### src/hw/asrc_pkg.sv
// constants for the host-side controller of a 4096 x 1 async static ram
// assumes one 100 MHz clock; timings derived as whole clock cycles
package asrc_pkg;
	localparam int CLK_PERIOD_PS = 10000;
	localparam int ADDR_W = 12;
	localparam int WORDS = 4096;
	// slower grade figures, in ns (fast grade is covered by them)
	localparam int T_RC_NS = 45;
	localparam int T_AA_NS = 45;
	localparam int T_CW_NS = 45;
	localparam int T_AW_NS = 45;
	localparam int T_DW_NS = 25;
	localparam int T_DH_NS = 10;
	localparam int T_HZ_NS = 30;
	// least times round up
	localparam int RC_CYC = (T_RC_NS * 1000 + CLK_PERIOD_PS - 1)
		/ CLK_PERIOD_PS;
	localparam int AA_CYC = (T_AA_NS * 1000 + CLK_PERIOD_PS - 1)
		/ CLK_PERIOD_PS;
	localparam int CW_CYC = (T_CW_NS * 1000 + CLK_PERIOD_PS - 1)
		/ CLK_PERIOD_PS;
	localparam int DH_CYC = (T_DH_NS * 1000 + CLK_PERIOD_PS - 1)
		/ CLK_PERIOD_PS;
	localparam int HZ_CYC = (T_HZ_NS * 1000 + CLK_PERIOD_PS - 1)
		/ CLK_PERIOD_PS;
	localparam int CNT_W = 4;
	localparam logic [CNT_W-1:0] CNT_ZERO = 4'h0;
	localparam logic [CNT_W-1:0] CNT_ONE = 4'h1;
	typedef enum {
		ASRC_IDLE, ASRC_RD, ASRC_WR, ASRC_WHOLD, ASRC_GAP
	} asrc_state_t;
endpackage : asrc_pkg

### src/hw/asrc_timer.sv
// down counter for the controller's pin timings
// assumes same clock and synchronous reset as the controller
module asrc_timer #(
	parameter int W = 4
) (
	// clock and reset
	input wire logic clk,
	input wire logic rst,
	// load and status
	input wire logic load,
	input wire logic [W-1:0] value,
	output logic [W-1:0] count,
	output logic done
);
	logic [W-1:0] next_count;
	always_comb begin
		next_count = count;
		if (load) begin
			next_count = value;
		end else if (count != '0) begin
			next_count = count - 1'b1;
		end
	end
	always_ff @(posedge clk) begin
		if (rst) begin
			count <= '0;
		end else begin
			count <= next_count;
		end
	end
	assign done = (count == '0);
endmodule : asrc_timer

### src/hw/asrc_ctrl.sv
// host controller driving a 4096 x 1 async static ram by its pins
// assumes the ram sits on pins at 100 MHz timing; dout is asynchronous
module asrc_ctrl (
	// clock and reset
	input wire logic CLK,
	input wire logic RST,
	// user request
	input wire logic REQ,
	input wire logic REQ_WRITE,
	input wire logic [asrc_pkg::ADDR_W-1:0] REQ_ADDR,
	input wire logic REQ_DATA,
	output logic READY,
	output logic RD_VALID,
	output logic RD_DATA,
	// supply hold-off
	input wire logic LOW_SUPPLY,
	// ram pins
	output logic RAM_CS_N,
	output logic RAM_WE_N,
	output logic [asrc_pkg::ADDR_W-1:0] RAM_ADDR,
	output logic RAM_DIN,
	input wire logic RAM_DOUT
);
	import asrc_pkg::*;
	localparam int SYNC_STAGES = 2;
	localparam int CNT_MAX = (1 << CNT_W) - 1;
	// refuse timings the down counter cannot hold
	if (RC_CYC < 1 || RC_CYC > CNT_MAX || AA_CYC + SYNC_STAGES > CNT_MAX
		|| CW_CYC > CNT_MAX || HZ_CYC > CNT_MAX || DH_CYC > CNT_MAX
		|| WORDS != (1 << ADDR_W)) begin : g_bad_cfg
		$error("asrc_ctrl: timing does not fit counter");
	end
	asrc_state_t state, next_state;
	logic cs_n, next_cs_n, we_n, next_we_n, din, next_din;
	logic [ADDR_W-1:0] addr, next_addr;
	logic ready, next_ready, rd_valid, next_rd_valid, rd_data, next_rd_data;
	logic dout_s1, dout_s2, low_s1, low_s2;
	logic recover, next_recover;
	logic t_load;
	logic [CNT_W-1:0] t_value;
	logic t_done;
	asrc_timer #(.W(CNT_W)) u_timer (
		.clk(CLK),
		.rst(RST),
		.load(t_load),
		.value(t_value),
		.count(),
		.done(t_done)
	);
	// pin synchronisers
	always_ff @(posedge CLK) begin
		if (RST) begin
			dout_s1 <= 1'b0;
			dout_s2 <= 1'b0;
			low_s1 <= 1'b1;
			low_s2 <= 1'b1;
		end else begin
			dout_s1 <= RAM_DOUT;
			dout_s2 <= dout_s1;
			low_s1 <= LOW_SUPPLY;
			low_s2 <= low_s1;
		end
	end
	always_comb begin
		next_state = state;
		next_cs_n = cs_n;
		next_we_n = we_n;
		next_addr = addr;
		next_din = din;
		next_ready = 1'b0;
		next_rd_valid = 1'b0;
		next_rd_data = rd_data;
		next_recover = recover;
		t_load = 1'b0;
		t_value = CNT_ZERO;
		case (state)
			ASRC_IDLE: begin
				if (low_s2) begin
					// deselected in idle while the synchronised low supply lasts; an access already under way runs to its end first
					next_cs_n = 1'b1;
					next_recover = 1'b1;
				end else if (recover) begin
					// one read cycle time after supply returns
					next_recover = 1'b0;
					t_load = 1'b1;
					t_value = CNT_W'(RC_CYC);
					next_state = ASRC_GAP;
				end else if (REQ && ready) begin
					// address and select change on the same edge
					next_addr = REQ_ADDR;
					next_din = REQ_DATA;
					next_cs_n = 1'b0;
					t_load = 1'b1;
					if (REQ_WRITE) begin
						next_we_n = 1'b0;
						t_value = CNT_W'(CW_CYC);
						next_state = ASRC_WR;
					end else begin
						next_we_n = 1'b1;
						// extra two for the data synchroniser
						t_value = CNT_W'(AA_CYC + SYNC_STAGES);
						next_state = ASRC_RD;
					end
				end else begin
					next_ready = 1'b1;
				end
			end
			ASRC_RD: begin
				if (t_done) begin
					next_rd_data = dout_s2;
					next_rd_valid = 1'b1;
					next_cs_n = 1'b1;
					t_load = 1'b1;
					t_value = CNT_W'(HZ_CYC);
					next_state = ASRC_GAP;
				end
			end
			ASRC_WR: begin
				if (t_done) begin
					// strobe and select rise together
					next_we_n = 1'b1;
					next_cs_n = 1'b1;
					t_load = 1'b1;
					t_value = CNT_W'(DH_CYC);
					next_state = ASRC_WHOLD;
				end
			end
			ASRC_WHOLD: begin
				if (t_done) begin
					next_state = ASRC_IDLE;
					next_ready = !low_s2;
				end
			end
			ASRC_GAP: begin
				if (t_done) begin
					next_state = ASRC_IDLE;
					next_ready = !low_s2;
				end
			end
			default: begin
				next_state = ASRC_IDLE;
				next_cs_n = 1'b1;
				next_we_n = 1'b1;
			end
		endcase
	end
	always_ff @(posedge CLK) begin
		if (RST) begin
			state <= ASRC_IDLE;
			cs_n <= 1'b1;
			we_n <= 1'b1;
			addr <= '0;
			din <= 1'b0;
			ready <= 1'b0;
			rd_valid <= 1'b0;
			rd_data <= 1'b0;
			recover <= 1'b0;
		end else begin
			state <= next_state;
			cs_n <= next_cs_n;
			we_n <= next_we_n;
			addr <= next_addr;
			din <= next_din;
			ready <= next_ready;
			rd_valid <= next_rd_valid;
			rd_data <= next_rd_data;
			recover <= next_recover;
		end
	end
	assign RAM_CS_N = cs_n;
	assign RAM_WE_N = we_n;
	assign RAM_ADDR = addr;
	assign RAM_DIN = din;
	assign READY = ready;
	assign RD_VALID = rd_valid;
	assign RD_DATA = rd_data;
endmodule : asrc_ctrl

### config.mk
export PLATFORM = sky130hd
export DESIGN_NAME = asrc_ctrl
export DESIGN_NICKNAME = d
export VERILOG_FILES = /design/src/hw/asrc_pkg.sv /design/src/hw/asrc_timer.sv /design/src/hw/asrc_ctrl.sv
export SDC_FILE = /design/constraint.sdc
export NUM_CORES = 1
export LEC_CHECK = 0
export BUFFER_PORTS_ARGS = -buffer_cell sky130_fd_sc_hd__clkbuf_2
export CORE_UTILIZATION = 55
export DETAILED_ROUTE_END_ITERATION = 6
export PLACE_DENSITY = 0.86
export SLEW_MARGIN = 15
export SYNTH_ARGS = -nofsm -noshare
export SYNTH_HDL_FRONTEND = slang
export SYNTH_SLANG_ARGS = --single-unit
### constraint.sdc
create_clock -name CLK -period 5.5 [get_ports CLK]
set_input_delay 0.55 -clock CLK [delete_from_list [all_inputs] [get_ports CLK]]
set_output_delay 0.55 -clock CLK [all_outputs]
set_load 0.02 [all_outputs]
==> metrics.txt <==
buffers inserted during post-CTS setup optimization=0; startpoint kind of the worst setup timing path=register; Post-Synthesis Cells=160; kind of path behind the tightest hold check=input port to register; area overhead of the layout relative to synthesis=16.3%; fraction of the cycle the final worst path needs=36.8%; TritonCTS clock tree=built; total clock buffers created by CTS=5; power density over the cells=405 nW/µm²; # rows=17; CP Class=register to register; count of cells resized by post-cts repair=0; Period minus WS final=2.02 ns; Post-Route Skew=0.00167 ns; worst hold start=LOW_SUPPLY; Crit. Startpoint=u_timer.count[0]; Slew Viols, Final=0; drt wl/cell=13.0 µm; aggregate negative setup slack=0 ns; maximum clock insertion buffer count=2; fin util=69.4%; Pre-antenna DRT Iters=4; H-tree Lvls=2; result of the run=finished, final reports clean; fraction of final layout cells sized beyond drive strength 1=27.3%; setup repair after global routing missed its margin=no; worst ir drop on vdd=398 µV; sequential share of the synthesized area=44.2%; cell depth of the worst hold path=2; post-synthesis sequential element count=30; switch share=37.7%; Slew Limit Headroom=46.4%; Sequential Power Share=44.6%; nets in the synthesized netlist=181; proportion of synthesized flip-flops having asynchronous set or reset=0%; Post-synth EDFFs=0; combinational share of power=33.9%; vias in the first global route=1074; CP Max Fanout=14; design internal power=0.399 mW; Final HPWL DP=2030 µm; leakage component of the power=0.634 nW; count of buffers inserted at the top-level ports=36; Chip Height=51.7 µm; endpoint type of the worst setup path=register; total global routing overflow=0; main flop type after synthesis=sky130_fd_sc_hd__dfxtp_1; number of endpoints with negative hold slack in the final report=0; Switch Pwr=0.241 mW; n_diodes=0; boundary pin count=37; Initial Utilization=59.6%; number of different library cells in the post-synthesis netlist=42; Worst-Margin Slew=0.800 ns; ratio of routed vias to standard cells=5.59; root buffer cell=sky130_fd_sc_hd__clkbuf_4; clock input transition at the sequential cells of the worst setup and hold paths=0.09 ns; RePlAce Congestion=0.831; vias after detailed routing=1242; synthesized area per cell=8.48 µm²; post-route DRC violation count=0; # setup viols final=0; Iteration-0 DRC Markers=24; residual antenna-violating net count after detailed routing=0; Max-cap violations=0; worst endpoint required time=5.72 ns; global-route wire length before repair=4840 µm; hold-fix buffers at CTS=0; antenna violations before repair=0; clock net sink count=30; maximum number of pins on one net before global-route repair=32; arrival time of the worst setup path=2.25 ns; area of the mapped netlist=1360 µm²; startpoint of the lowest-slack register-to-register path=u_timer.count[0]; Die X-Extent=51.7 µm; clock latency on the worst-skew pair=0.33 ns; commonest cells after routing, fill and taps aside=sky130_fd_sc_hd__clkbuf_2 (36), sky130_fd_sc_hd__dfxtp_1 (30), sky130_fd_sc_hd__nand2_1 (30), sky130_fd_sc_hd__a21oi_1 (20), sky130_fd_sc_hd__nor3_1 (9); routed wire length=2900 µm; die area=2670 µm²; most frequent standard cell in the layout excluding fill and tap cells=sky130_fd_sc_hd__clkbuf_2; achievable clock frequency=494 MHz; warning count from the yosys run=0; worst reg2reg path depth=5; share of total power in the clock network=21.5%; core area=2280 µm²; global router's overall resource usage=25.5%; number of nets in the finished design=214
==> power groups by stage <==
stage | combinational (mW) | clock, mW | sequential, mW
final | 0.217 | 0.138 | 0.285
after detailed placement | 0.213 | 0 | 0.288
after floorplan | 0.192 | 0 | 0.266
after global routing | 0.246 | 0.153 | 0.290
after global placement | 0.204 | 0 | 0.286
after CTS | 0.215 | 0.141 | 0.283
==> synth_stat cells, types with 2 or more instances <==
master / instances / area (µm²)
sky130_fd_sc_hd__xnor2_1: 2 / 17.5
sky130_fd_sc_hd__or2_2: 3 / 18.8
sky130_fd_sc_hd__o21bai_1: 2 / 15.0
sky130_fd_sc_hd__a221oi_1: 2 / 17.5
sky130_fd_sc_hd__clkbuf_1: 6 / 22.5
sky130_fd_sc_hd__a21oi_1: 20 / 100
sky130_fd_sc_hd__dfxtp_1: 30 / 601
sky130_fd_sc_hd__mux2i_1: 2 / 20.0
sky130_fd_sc_hd__a2111oi_0: 2 / 17.5
sky130_fd_sc_hd__nor2b_1: 3 / 18.8
sky130_fd_sc_hd__o21ai_0: 6 / 30.0
sky130_fd_sc_hd__nand2_1: 30 / 113
sky130_fd_sc_hd__ha_1: 2 / 25.0
sky130_fd_sc_hd__buf_6: 2 / 22.5
sky130_fd_sc_hd__o211ai_1: 3 / 22.5
sky130_fd_sc_hd__inv_1: 5 / 18.8
sky130_fd_sc_hd__nor2_1: 7 / 26.3
sky130_fd_sc_hd__nor3_1: 9 / 45.0
==> metrics by stage <==
| stage | cell area, µm² | hold slack, ns | total power, mW | std cells | worst slack, ns |
|---|---|---|---|---|---|
| 6_report | 1580 | 0.388 | 0.639 | 222 | 3.48 |
| 5_1_grt | 1580 | 0.367 | 0.690 | 222 | 3.17 |
| 4_1_cts | 1580 | 0.380 | 0.640 | 222 | 3.50 |
| 3_5_place_dp | 1520 | 0.404 | 0.502 | 214 | 3.54 |
| 3_3_place_gp | 1520 | 0.398 | 0.490 | 214 | 3.60 |
| 2_1_floorplan | 1360 | 0.389 | 0.458 | 160 | 3.69 |
==> area by class of cell <==
type	count	area [µm²]
sequential	30	601
clock inverter	2	12.5
timing repair buffer	36	180
clock buffer	6	51.3
inverter	5	18.8
tap	28	35.0
fill	185	697
multi-input combinational	115	681
==> state kept, by name (all words and copies together), names as in the netlist <==
signal and count:
low_s1 1, READY 1, dout_s1 1, RD_VALID 1
RAM_CS_N 1, recover 1, RAM_ADDR 12, low_s2 1
dout_s2 1, RD_DATA 1, RAM_WE_N 1, u_timer.count 4
RAM_DIN 1, state 3
==> cell families (layout without fill, tap and decap cells) <==
family,count (synthesis),after routing,share of synthesized area [%]
mux,3,3,2.30
buf+inv,15,49,5.62
xor+xnor,3,3,1.94
flops,30,30,44.2
fa+ha+maj,3,3,2.58
simple gates,65,65,25.0
compound gates,41,41,18.3
==> per-layer routing <==
| metal | track usage [%] | vias to the layer above | wire length (µm) |
|---|---|---|---|
| li1 | - | 628 | - |
| met1 | 30.4 | 569 | 1330 |
| met2 | 39.2 | 36 | 1350 |
| met3 | 10.2 | 9 | 150 |
| met4 | 13.5 | 0 | 70 |
| met5 | 0 | - | 0 |
==> worst max-delay path: stages, from the launching register on <==
cell	delay, ns
sky130_fd_sc_hd__dfxtp_1	0.32
sky130_fd_sc_hd__inv_1	0.10
sky130_fd_sc_hd__ha_1	0.20
sky130_fd_sc_hd__nor3b_2	0.68
sky130_fd_sc_hd__a221oi_1	0.23
sky130_fd_sc_hd__a2111oi_0	0.37
==> final timing paths <==
path	to	slack (ns)
max reg2reg	state[0]	3.48
max	state[0]	3.48
min	low_s1	0.39
min reg2reg	low_s2	0.43
Power figures use the tool's default switching activity.
